`config.mk`:
```
export PLATFORM = sky130hd
export DESIGN_NAME = async_serial_transmitter
export DESIGN_NICKNAME = d
export VERILOG_FILES = /design/src/design/async_serial_transmitter.v /design/src/design/baud_gen.v /design/src/design/sync_two_ff.v
export VERILOG_INCLUDE_DIRS = /design/src /design/src/design
export SDC_FILE = /design/constraint.sdc
export NUM_CORES = 1
export LEC_CHECK = 0
export BUFFER_PORTS_ARGS = -buffer_cell sky130_fd_sc_hd__buf_2
export CORE_MARGIN = 4
export CORE_UTILIZATION = 54
export CTS_CLUSTER_SIZE = 16
export DETAILED_ROUTE_END_ITERATION = 8
export GPL_ROUTABILITY_DRIVEN = 0
export GPL_TIMING_DRIVEN = 0
export MAX_ROUTING_LAYER = met4
export PLACE_DENSITY = 0.77
export SLEW_MARGIN = 20
export SYNTH_ARGS = -nofsm -noshare
export SYNTH_HDL_FRONTEND = slang
export SYNTH_SLANG_ARGS = --single-unit
```
`constraint.sdc`:
```
create_clock -name clk_sys -period 2.7 [get_ports clk_sys]
set_clock_uncertainty 0.05 [all_clocks]
set_input_delay 0.405 -clock clk_sys [delete_from_list [all_inputs] [get_ports clk_sys]]
set_output_delay 0.405 -clock clk_sys [all_outputs]
set_load 0.005 [all_outputs]
```
`src/design/serial_tx_map.vh`:
```
`ifndef SERIAL_TX_MAP_VH
`define SERIAL_TX_MAP_VH

// ==========================================================
// register byte addresses
`define ADDR_STATUS       8'h00
`define ADDR_DATA         8'h04
`define ADDR_CTRL_ONE     8'h08
`define ADDR_CTRL_TWO     8'h0c
`define ADDR_TX_DIV       8'h10
`define ADDR_RX_DIV       8'h14

// ==========================================================
// serial_status_reg fields
`define ST_TX_BUFFER_EMPTY_FLAG           7
`define ST_TC             6
`define ST_BUSY           1
`define ST_RX_LINE        0

// ==========================================================
// serial_control_one fields
`define C1_WORD9          0
`define C1_NINTH          1
`define C1_PAR_EN         2
`define C1_PAR_ODD        3
`define C1_W              4

// ==========================================================
// serial_control_two fields
`define C2_TX_EN          0
`define C2_RX_EN          1
`define C2_BREAK          2
`define C2_TIE            3
`define C2_TX_COMPLETE_IRQ_ENABLE           4
`define C2_W              5

// ==========================================================
// widths and reset values
`define DATA_W            8
`define WORD_W            9
`define DIV_W             16
`define CNT_W             4
`define BITS_8            4'h8
`define BITS_9            4'h9
`define FRAME_EXTRA       4'h2
`define CTRL_ONE_RST      4'h0
`define CTRL_TWO_RST      5'h00
`define DIV_RST           16'hffff
`define TX_BUFFER_EMPTY_FLAG_RST          1'b1
`define TC_RST            1'b1

// ==========================================================
// bit-rate limit
`define SYS_CLK_HZ        200000000
`define BAUD_MAX_HZ       500000
`define BAUD_DIV_MIN      ((`SYS_CLK_HZ + `BAUD_MAX_HZ - 1) / `BAUD_MAX_HZ)

`endif

```
`src/design/async_serial_transmitter.v`:
```
// Our own choices: the APB register port and the address map.
`timescale 1ns/100ps
`include "serial_tx_map.vh"

// Behaviour
// - line held high while enabled and nothing is sent
// - output enable released when transmitter and receiver both disabled
// - word length eight bits, or nine when word length select set
// - start bit drives line low for one bit period
// - stop bit drives line high
// - data shifted out least significant bit first
// - ninth bit taken from tx_ninth_bit in nine-bit mode, or the parity bit when parity enabled
// - idle frame is a whole frame of ones before next frame
// - break is zero frames followed by one extra high bit
// - enabling transmitter sends an idle frame before first data, except a word held while disabled: that word goes first, the idle frame follows it
// - buffer empty flag cleared only by status access then data write
// - interrupt raised when buffer empty and its enable set, mask clear
// - write during transmission held and loaded at frame end
// - write while idle loads shifter, starts, sets buffer empty at once
// - complete flag set after stop bit or break frame, may interrupt
// - separate transmit and receive bit-rate generators, rate limited
// - complete flag cleared by same status-then-data sequence
// - break frames repeat while break bit set, then one high bit
// - enable toggled mid-frame sends idle after word, held data lost
module async_serial_transmitter (
	// clock and reset
	input  wire                clk_sys,
	input  wire                reset_n,
	// apb slave
	input  wire                psel,
	input  wire                penable,
	input  wire                pwrite,
	input  wire [7:0]          paddr,
	input  wire [31:0]         pwdata,
	output reg  [31:0]         prdata,
	output reg                 pready,
	output reg                 pslverr,
	// cpu side
	input  wire                irq_global_mask,
	output reg                 irq_request,
	// serial pins
	input  wire                serial_rx_in,
	output reg                 serial_tx_out,
	output reg                 serial_tx_oe,
	// receive bit timing for the receiver path
	output reg                 rx_bit_tick
);

	// ==========================================================
	// states
	localparam [2:0] ST_IDLE      = 3'h0;
	localparam [2:0] ST_PREAMBLE  = 3'h1;
	localparam [2:0] ST_START     = 3'h2;
	localparam [2:0] ST_DATA      = 3'h3;
	localparam [2:0] ST_STOP      = 3'h4;
	localparam [2:0] ST_BREAK     = 3'h5;
	localparam [2:0] ST_BREAK_END = 3'h6;

	// the floor is worked out in 32 bits, then cut to the divisor width on purpose
	localparam integer      DIV_MIN_FULL = `BAUD_DIV_MIN;
	localparam [`DIV_W-1:0] DIV_MIN      = DIV_MIN_FULL[`DIV_W-1:0];

	// ==========================================================
	// state
	reg [2:0]           state_reg;
	reg [2:0]           state_next;
	reg [`CNT_W-1:0]    cnt_reg;
	reg [`CNT_W-1:0]    cnt_next;
	reg [`WORD_W-1:0]   shift_reg;
	reg [`WORD_W-1:0]   shift_next;
	reg [`DATA_W-1:0]   hold_reg;
	reg [`DATA_W-1:0]   hold_next;
	reg                 hold_full_reg;
	reg                 hold_full_next;
	reg                 idle_pend_reg;
	reg                 idle_pend_next;
	reg                 tx_buffer_empty_flag_reg;
	reg                 tx_buffer_empty_flag_next;
	reg                 tc_reg;
	reg                 tc_next;
	reg                 armed_reg;
	reg                 armed_next;
	reg                 line_next;
	reg                 tx_en_d_reg;
	reg [`C1_W-1:0]     ctrl_one_reg;
	reg [`C2_W-1:0]     ctrl_two_reg;
	reg [`DIV_W-1:0]    tx_div_reg;
	reg [`DIV_W-1:0]    rx_div_reg;
	reg                 boundary;
	reg                 frame_end;
	reg                 load_word;
	reg [`DATA_W-1:0]   load_src;
	reg [`WORD_W-1:0]   load_val;
	reg                 parity;
	reg [31:0]          rdata_next;
	reg                 err_next;

	wire                tx_tick;
	wire                rx_tick;
	wire                rx_line;

	wire word9     = ctrl_one_reg[`C1_WORD9];
	wire ninth     = ctrl_one_reg[`C1_NINTH];
	wire par_en    = ctrl_one_reg[`C1_PAR_EN];
	wire par_odd   = ctrl_one_reg[`C1_PAR_ODD];
	wire tx_en     = ctrl_two_reg[`C2_TX_EN];
	wire rx_en     = ctrl_two_reg[`C2_RX_EN];
	wire brk       = ctrl_two_reg[`C2_BREAK];
	wire tx_empty_irq_enable       = ctrl_two_reg[`C2_TIE];
	wire tx_complete_irq_enable      = ctrl_two_reg[`C2_TX_COMPLETE_IRQ_ENABLE];

	wire [`CNT_W-1:0] nbits     = word9 ? `BITS_9 : `BITS_8;
	wire [`CNT_W-1:0] frame_len = nbits + `FRAME_EXTRA;

	// ==========================================================
	// apb decode
	wire apb_setup = psel & ~penable;
	wire apb_done  = psel & penable & pready;
	wire wr_done   = apb_done & pwrite;
	wire data_wr   = wr_done & (paddr == `ADDR_DATA);
	wire stat_acc  = apb_done & (paddr == `ADDR_STATUS);
	wire en_rise   = tx_en & ~tx_en_d_reg;

	// ==========================================================
	// bit-rate generators
	baud_gen u_tx_baud (
		.clk_sys (clk_sys),
		.reset_n (reset_n),
		.run     (state_reg != ST_IDLE),
		.divisor (tx_div_reg),
		.tick    (tx_tick)
	);

	baud_gen u_rx_baud (
		.clk_sys (clk_sys),
		.reset_n (reset_n),
		.run     (rx_en),
		.divisor (rx_div_reg),
		.tick    (rx_tick)
	);

	sync_two_ff u_rx_sync (
		.clk_sys (clk_sys),
		.reset_n (reset_n),
		.din     (serial_rx_in),
		.dout    (rx_line)
	);

	// ==========================================================
	// word build
	always @* begin
		load_src = hold_full_reg ? hold_reg : pwdata[`DATA_W-1:0];
		if (word9) begin
			parity   = (^load_src) ^ par_odd;
			load_val = {ninth, load_src};
			if (par_en) begin
				load_val[`WORD_W-1] = parity;
			end
		end else begin
			parity   = (^load_src[`DATA_W-2:0]) ^ par_odd;
			load_val = {1'b0, load_src};
			if (par_en) begin
				load_val[`DATA_W-1] = parity;
			end
		end
	end

	// ==========================================================
	// frame sequencer
	always @* begin
		state_next     = state_reg;
		cnt_next       = cnt_reg;
		shift_next     = shift_reg;
		hold_next      = hold_reg;
		hold_full_next = hold_full_reg;
		idle_pend_next = idle_pend_reg;
		tx_buffer_empty_flag_next      = tx_buffer_empty_flag_reg;
		tc_next        = tc_reg;
		armed_next     = armed_reg;
		line_next      = serial_tx_out;
		boundary       = 1'b0;
		frame_end      = 1'b0;
		load_word      = 1'b0;
		case (state_reg)
			ST_IDLE: begin
				line_next = 1'b1;
				boundary  = tx_en;
			end
			ST_PREAMBLE: begin
				if (tx_tick) begin
					if (cnt_reg == {`CNT_W{1'b0}}) begin
						boundary = 1'b1;
					end else begin
						cnt_next = cnt_reg - {{(`CNT_W-1){1'b0}}, 1'b1};
					end
				end
			end
			ST_START: begin
				if (tx_tick) begin
					state_next = ST_DATA;
					cnt_next   = nbits - {{(`CNT_W-1){1'b0}}, 1'b1};
					line_next  = shift_reg[0];
				end
			end
			ST_DATA: begin
				if (tx_tick) begin
					if (cnt_reg == {`CNT_W{1'b0}}) begin
						state_next = ST_STOP;
						line_next  = 1'b1;
					end else begin
						shift_next = {1'b0, shift_reg[`WORD_W-1:1]};
						line_next  = shift_reg[1];
						cnt_next   = cnt_reg - {{(`CNT_W-1){1'b0}}, 1'b1};
					end
				end
			end
			ST_STOP: begin
				if (tx_tick) begin
					frame_end = 1'b1;
					boundary  = 1'b1;
				end
			end
			ST_BREAK: begin
				if (tx_tick) begin
					if (cnt_reg == {`CNT_W{1'b0}}) begin
						frame_end = 1'b1;
						if (brk) begin
							cnt_next = frame_len - {{(`CNT_W-1){1'b0}}, 1'b1};
						end else begin
							state_next = ST_BREAK_END;
							line_next  = 1'b1;
						end
					end else begin
						cnt_next = cnt_reg - {{(`CNT_W-1){1'b0}}, 1'b1};
					end
				end
			end
			ST_BREAK_END: begin
				if (tx_tick) begin
					boundary = 1'b1;
				end
			end
			default: begin
				state_next = ST_IDLE;
				line_next  = 1'b1;
			end
		endcase

		// what follows a finished frame, or starts from idle
		if (boundary) begin
			if (!tx_en) begin
				state_next = ST_IDLE;
				line_next  = 1'b1;
			end else if (idle_pend_reg) begin
				state_next     = ST_PREAMBLE;
				cnt_next       = frame_len - {{(`CNT_W-1){1'b0}}, 1'b1};
				line_next      = 1'b1;
				idle_pend_next = 1'b0;
			end else if (brk) begin
				state_next = ST_BREAK;
				cnt_next   = frame_len - {{(`CNT_W-1){1'b0}}, 1'b1};
				line_next  = 1'b0;
			end else if (hold_full_reg || data_wr) begin
				load_word  = 1'b1;
				state_next = ST_START;
				shift_next = load_val;
				line_next  = 1'b0;
			end else begin
				state_next = ST_IDLE;
				line_next  = 1'b1;
			end
		end

		// status access arms the clear, the data write fires it
		if (stat_acc) begin
			armed_next = 1'b1;
		end
		if (data_wr) begin
			armed_next = 1'b0;
			if (armed_reg) begin
				tx_buffer_empty_flag_next = 1'b0;
				tc_next   = 1'b0;
			end
		end

		// sets come after the clears so a same-cycle event wins
		if (load_word) begin
			hold_full_next = 1'b0;
			tx_buffer_empty_flag_next      = 1'b1;
		end
		if (frame_end) begin
			tc_next = 1'b1;
		end
		if (data_wr && !(load_word && !hold_full_reg)) begin
			hold_next      = pwdata[`DATA_W-1:0];
			hold_full_next = 1'b1;
		end

		// re-enable drops the held word only when not in ST_IDLE
		if (en_rise) begin
			idle_pend_next = 1'b1;
			if (state_reg != ST_IDLE) begin
				hold_full_next = 1'b0;
			end
		end
	end

	// ==========================================================
	// apb read mux and error
	always @* begin
		rdata_next = 32'h0000_0000;
		err_next   = 1'b0;
		case (paddr)
			`ADDR_STATUS: begin
				rdata_next[`ST_TX_BUFFER_EMPTY_FLAG]    = tx_buffer_empty_flag_reg;
				rdata_next[`ST_TC]      = tc_reg;
				rdata_next[`ST_BUSY]    = (state_reg != ST_IDLE);
				rdata_next[`ST_RX_LINE] = rx_line;
			end
			`ADDR_DATA: begin
				rdata_next = 32'h0000_0000;
			end
			`ADDR_CTRL_ONE: begin
				rdata_next[`C1_W-1:0] = ctrl_one_reg;
			end
			`ADDR_CTRL_TWO: begin
				rdata_next[`C2_W-1:0] = ctrl_two_reg;
			end
			`ADDR_TX_DIV: begin
				rdata_next[`DIV_W-1:0] = tx_div_reg;
			end
			`ADDR_RX_DIV: begin
				rdata_next[`DIV_W-1:0] = rx_div_reg;
			end
			default: begin
				err_next = 1'b1;
			end
		endcase
	end

	// ==========================================================
	// registers
	always @(posedge clk_sys or negedge reset_n) begin
		if (!reset_n) begin
			state_reg     <= ST_IDLE;
			cnt_reg       <= {`CNT_W{1'b0}};
			shift_reg     <= {`WORD_W{1'b0}};
			hold_reg      <= {`DATA_W{1'b0}};
			hold_full_reg <= 1'b0;
			idle_pend_reg <= 1'b0;
			tx_buffer_empty_flag_reg      <= `TX_BUFFER_EMPTY_FLAG_RST;
			tc_reg        <= `TC_RST;
			armed_reg     <= 1'b0;
			tx_en_d_reg   <= 1'b0;
			ctrl_one_reg  <= `CTRL_ONE_RST;
			ctrl_two_reg  <= `CTRL_TWO_RST;
			tx_div_reg    <= `DIV_RST;
			rx_div_reg    <= `DIV_RST;
			prdata        <= 32'h0000_0000;
			pready        <= 1'b0;
			pslverr       <= 1'b0;
			irq_request   <= 1'b0;
			serial_tx_out <= 1'b1;
			serial_tx_oe  <= 1'b0;
			rx_bit_tick   <= 1'b0;
		end else begin
			state_reg     <= state_next;
			cnt_reg       <= cnt_next;
			shift_reg     <= shift_next;
			hold_reg      <= hold_next;
			hold_full_reg <= hold_full_next;
			idle_pend_reg <= idle_pend_next;
			tx_buffer_empty_flag_reg      <= tx_buffer_empty_flag_next;
			tc_reg        <= tc_next;
			armed_reg     <= armed_next;
			tx_en_d_reg   <= tx_en;
			serial_tx_out <= line_next;
			serial_tx_oe  <= tx_en | rx_en;
			rx_bit_tick   <= rx_tick;
			// mask comes from the cpu on this clock
			irq_request   <= ~irq_global_mask & ((tx_buffer_empty_flag_reg & tx_empty_irq_enable) | (tc_reg & tx_complete_irq_enable));
			// one wait-free access phase: ready follows every setup cycle
			pready        <= apb_setup;
			if (apb_setup) begin
				prdata  <= pwrite ? 32'h0000_0000 : rdata_next;
				pslverr <= err_next;
			end else begin
				pslverr <= 1'b0;
			end
			if (wr_done) begin
				case (paddr)
					`ADDR_CTRL_ONE: begin
						ctrl_one_reg <= pwdata[`C1_W-1:0];
					end
					`ADDR_CTRL_TWO: begin
						ctrl_two_reg <= pwdata[`C2_W-1:0];
					end
					`ADDR_TX_DIV: begin
						// faster than the rated limit is clamped
						if (pwdata[`DIV_W-1:0] < DIV_MIN) begin
							tx_div_reg <= DIV_MIN;
						end else begin
							tx_div_reg <= pwdata[`DIV_W-1:0];
						end
					end
					`ADDR_RX_DIV: begin
						if (pwdata[`DIV_W-1:0] < DIV_MIN) begin
							rx_div_reg <= DIV_MIN;
						end else begin
							rx_div_reg <= pwdata[`DIV_W-1:0];
						end
					end
					default: begin
						tx_div_reg <= tx_div_reg;
					end
				endcase
			end
		end
	end

endmodule // async_serial_transmitter

```
`src/design/baud_gen.v`:
```
`timescale 1ns/100ps
`include "serial_tx_map.vh"

module baud_gen (
	// clock and reset
	input  wire               clk_sys,
	input  wire               reset_n,
	// control
	input  wire               run,
	input  wire [`DIV_W-1:0]  divisor,
	// one pulse per bit period
	output reg                tick
);

	reg [`DIV_W-1:0] cnt_reg;

	// restarts whenever run drops, so a new frame gets a full first bit
	always @(posedge clk_sys or negedge reset_n) begin
		if (!reset_n) begin
			cnt_reg <= {`DIV_W{1'b0}};
			tick    <= 1'b0;
		end else if (!run) begin
			cnt_reg <= {`DIV_W{1'b0}};
			tick    <= 1'b0;
		end else if (cnt_reg == divisor - {{(`DIV_W-1){1'b0}}, 1'b1}) begin
			cnt_reg <= {`DIV_W{1'b0}};
			tick    <= 1'b1;
		end else begin
			cnt_reg <= cnt_reg + {{(`DIV_W-1){1'b0}}, 1'b1};
			tick    <= 1'b0;
		end
	end

endmodule // baud_gen

```
`src/design/sync_two_ff.v`:
```
`timescale 1ns/100ps

module sync_two_ff (
	// clock and reset
	input  wire clk_sys,
	input  wire reset_n,
	// level in and out
	input  wire din,
	output reg  dout
);

	reg meta_reg;

	always @(posedge clk_sys or negedge reset_n) begin
		if (!reset_n) begin
			meta_reg <= 1'b1;
			dout     <= 1'b1;
		end else begin
			meta_reg <= din;
			dout     <= meta_reg;
		end
	end

endmodule // sync_two_ff

```
==> flow_summary.json <==
{
  "syn2layout_area_growth_pct": 17.9,
  "layout_setup_ws_ns": 0.0337,
  "htreeDepth": 4,
  "pwr-share-clk_pct": 51.2,
  "die_h_um": 126,
  "track_usage_pct": 23.8,
  "worst_slew_pin_slew_ns": 1.06,
  "grt_pass1_vias": 5885,
  "finalCritPeriodShare_pct": 98.8,
  "r2r_start": "tx_div_reg[3]$_DFFE_PN1P_",
  "cp_slowest_stage_delay_ns": 0.37,
  "grt_pass1_wl_um": 29700,
  "pwr-share-comb_pct": 5.0,
  "async_flop_share_pct": 100,
  "die_x_um": 126,
  "grt_overflow": 0,
  "internal_power_mw": 3.47,
  "grt_max_degree": 95,
  "root_buffer": "clkbuf_16",
  "critical_path_depth": 10,
  "sw_frac_of_total_pct": 22.4,
  "die-area_mm2": 0.0160,
  "switchingPower_mw": 1.00,
  "preCtsSetupSlack_ns": -0.172,
  "diodes": 0,
  "yosysSeqAreaShare_pct": 43.3,
  "hold_viol_final": 0,
  "drt_wl_total_um": 18500,
  "postSynthCellCount": 777,
  "fin_util_pct": 66.1,
  "instances_no_fill": 1067,
  "status": "complete, no violations",
  "maxSlewHeadroom_pct": 28.8,
  "ant_nets": 0,
  "power_density_mw_per_mm2": 501,
  "peakVddDrop_uv": 494,
  "dp_hpwl_um": 12800,
  "critical_path.top_delay_family": "simple AND/OR/NAND/NOR gates",
  "required_ns": 2.93,
  "synth_cell_types": 83,
  "startpoint": "tx_div_reg[3]$_DFFE_PN1P_",
  "fp-row-count": 42,
  "vias": 6144,
  "syn_area_mm2": 0.00757,
  "whs_ns": 0.0218,
  "r2r_end": "u_tx_baud.cnt_reg[13]$_DFF_PN0_",
  "ys.flop_type": "dfrtp_1",
  "tns_ns": 0,
  "critical_path.slowest_cell": "dfstp_2",
  "start_kind": "flop",
  "first_iter_violations": 596,
  "dr.pass1.iters": 5,
  "drt-wirelength-per-cell_um": 17.3,
  "yosysWarnings": 0,
  "drv_slew": 0,
  "crit_buf_inv": 3,
  "viasPerCell": 5.76,
  "avgSynthCellArea_um2": 9.74,
  "initial_core_util_pct": 56.0,
  "synth_seq_cells": 129,
  "drive_gt1_share_pct": 29.2,
  "setup.worst_path.end_class": "flop",
  "cts_tree": "built",
  "reg2regPathDepth": 10,
  "finalNetCount": 930,
  "worstSkewPairLatency_ns": 0.43,
  "drcViolationCount": 0,
  "drv_cap": 0,
  "cts_max_path_buffers": 2,
  "synth_edf_count": 0,
  "clkSinkCount": 129,
  "min_path_type": "input pin to flop",
  "antenna_found_initial": 0,
  "path_class": "flop to flop",
  "core_mm2": 0.0135,
  "cp_data_arrival_time_ns": 2.90,
  "fin_crit_ns": 2.67,
  "port_buffers": 52,
  "p_seq_share_pct": 43.8,
  "setup_viol": 0,
  "numCtsBuffers": 17,
  "cp_max_fo": 10,
  "crit_chain": "buf_2, nor4_4, nand4_1, or3_1, xnor2_1, a2111oi_2, and4_1, buf_6, buf_12, nor3_2",
  "clk_pin_slew_ns": 0.06,
  "ff2ff_setup_slack_ns": 0.03,
  "cp-endpoint": "u_tx_baud.cnt_reg[13]$_DFF_PN0_",
  "place_inst": 1021,
  "leakagePower_nw": 4.03,
  "max_clock_freq_ghz": 0.375,
  "ios": 85
}
-- layer usage --
layer	vias to the layer above	track usage, %	part of all wire [%]
li1	2914	-	-
met1	2994	30.5	43
met2	202	38.3	50
met3	34	4.50	5.2
met4	0	7.89	2.0
met5	-	-	0
-- Yosys cell counts (3+ instances only) --
cell type   n  share of area [%]
a22oi_1     6               0.60
ha_1        5               0.83
nor3_1     20                1.3
inv_1      18               0.89
clkbuf_1   19               0.94
and3_1      9               0.74
mux2i_1    26                3.4
or3_1       5               0.41
nand3b_1    3               0.30
dfstp_2    37                 13
or2_2       3               0.25
xnor2_1    36                4.2
nor3b_1     3               0.30
mux2_2     33                4.9
and4_1      3               0.35
nor2_2     11               0.91
nor4_4      3               0.84
buf_4      18                1.8
buf_6       5               0.74
nor2_1     51                2.5
nor4_1      5               0.41
a22o_1      3               0.35
a32o_1      3               0.40
nand2_1    93                4.6
a31oi_1    11               0.91
buf_2      10               0.66
nand3_1    25                1.7
nor3_2     12                1.6
a311oi_1    3               0.35
nor2b_1     4               0.33
o21ai_0    51                3.4
o22ai_1     3               0.25
a21oi_1    28                1.9
nand4_1    10               0.83
and2_1      4               0.33
xor2_1     38                4.4
nand2b_1    6               0.50
o211ai_1    6               0.60
dfrtp_1    92                 30
-- cells in the final DEF (no fill, tap or decap), types with 10 or more instances in the layout --
cell and count:
nor2_1 49, dfrtp_1 92, conb_1 16, a31oi_1 11, inv_1 14, a21oi_1 28, xor2_1 38, clkbuf_16 19
mux2i_1 26, nand2_1 93, mux2_2 33, nand4_1 10, buf_2 61, buf_4 32, clkbuf_1 21, nand3_1 25
dfstp_2 37, nor3_1 20, nor3_2 12, nor2_2 13, o21ai_0 51, xnor2_1 36
-- through the flow --
stage / instance area (um2) / power (mW)
4_1_cts: 8790 / 4.49
6_report: 8920 / 4.47
3_3_place_gp: 8110 / 2.19
2_1_floorplan: 7620 / 2.09
5_1_grt: 8920 / 4.61
3_5_place_dp: 8140 / 2.21
-- layout make-up --
type / instances / area [um2]
Clock buffer: 23 / 479
Multi-Input combinational cell: 588 / 3990
Sequential cell: 129 / 3270
Fill cell: 1068 / 4580
Buffer: 55 / 360
Inverter: 18 / 67.6
Clock inverter: 9 / 100
Timing Repair Buffer: 69 / 438
Tap cell: 176 / 220
-- timing repair --
item | 4_1_cts | 5_1_grt
endpoints found under the setup margin | 32 | 50
gates resized for setup | 3 | 15
gates cloned | 0 | 1
endpoints found under the hold margin | 30 | 0
setup buffers | 5 | 9
hold buffers | 1 | 0
pin swaps | 5 | 13
-- cells by family (layout without fill, tap and decap cells) --
logic type / after synthesis / after routing / share of synthesized area (%)
flip-flops: 129 / 129 / 43.3
multiplexers: 59 / 59 / 8.35
AND/OR/NAND/NOR: 291 / 291 / 21.1
AO/OA/AOI/OAI: 143 / 143 / 12.1
buffers and inverters: 75 / 174 / 5.75
other: 1 / 16 / 0.0495
XOR/XNOR: 74 / 74 / 8.56
adder cells (fa/ha/maj): 5 / 5 / 0.827
-- worst register-to-register path: stages, from the launching register on --
cell	delay, ns
dfstp_2	0.37
buf_2	0.18
nor4_4	0.34
nand4_1	0.19
or3_1	0.36
xnor2_1	0.16
a2111oi_2	0.27
and4_1	0.26
buf_6	0.14
buf_12	0.14
nor3_2	0.05
-- worst min-delay path by stage --
stage	from	endpoint	slack, ns	cells after the start
2_1_floorplan	reset_n	armed_reg$_DFFE_PN0P_	0.06	0
3_3_place_gp	u_rx_baud.tick$_DFF_PN0_	rx_bit_tick$_DFF_PN0_	0.29	0
3_5_place_dp	reset_n	u_tx_baud.cnt_reg[11]$_DFF_PN0_	0.24	1
4_1_cts	serial_rx_in	u_rx_sync.meta_reg$_DFF_PN1_	0.01	1
5_1_grt	serial_rx_in	u_rx_sync.meta_reg$_DFF_PN1_	0.01	1
6_report	serial_rx_in	u_rx_sync.meta_reg$_DFF_PN1_	0.02	1
-- power groups by stage --
stage / combinational (mW) / clock (mW) / sequential, mW
after global routing: 0.248 / 2.41 / 1.96
after CTS: 0.221 / 2.31 / 1.96
after floorplan: 0.109 / 0 / 1.99
after global placement: 0.208 / 0 / 1.99
final: 0.224 / 2.29 / 1.96
after detailed placement: 0.218 / 0 / 1.99
Note: power is estimated with default switching activity, not from simulation.
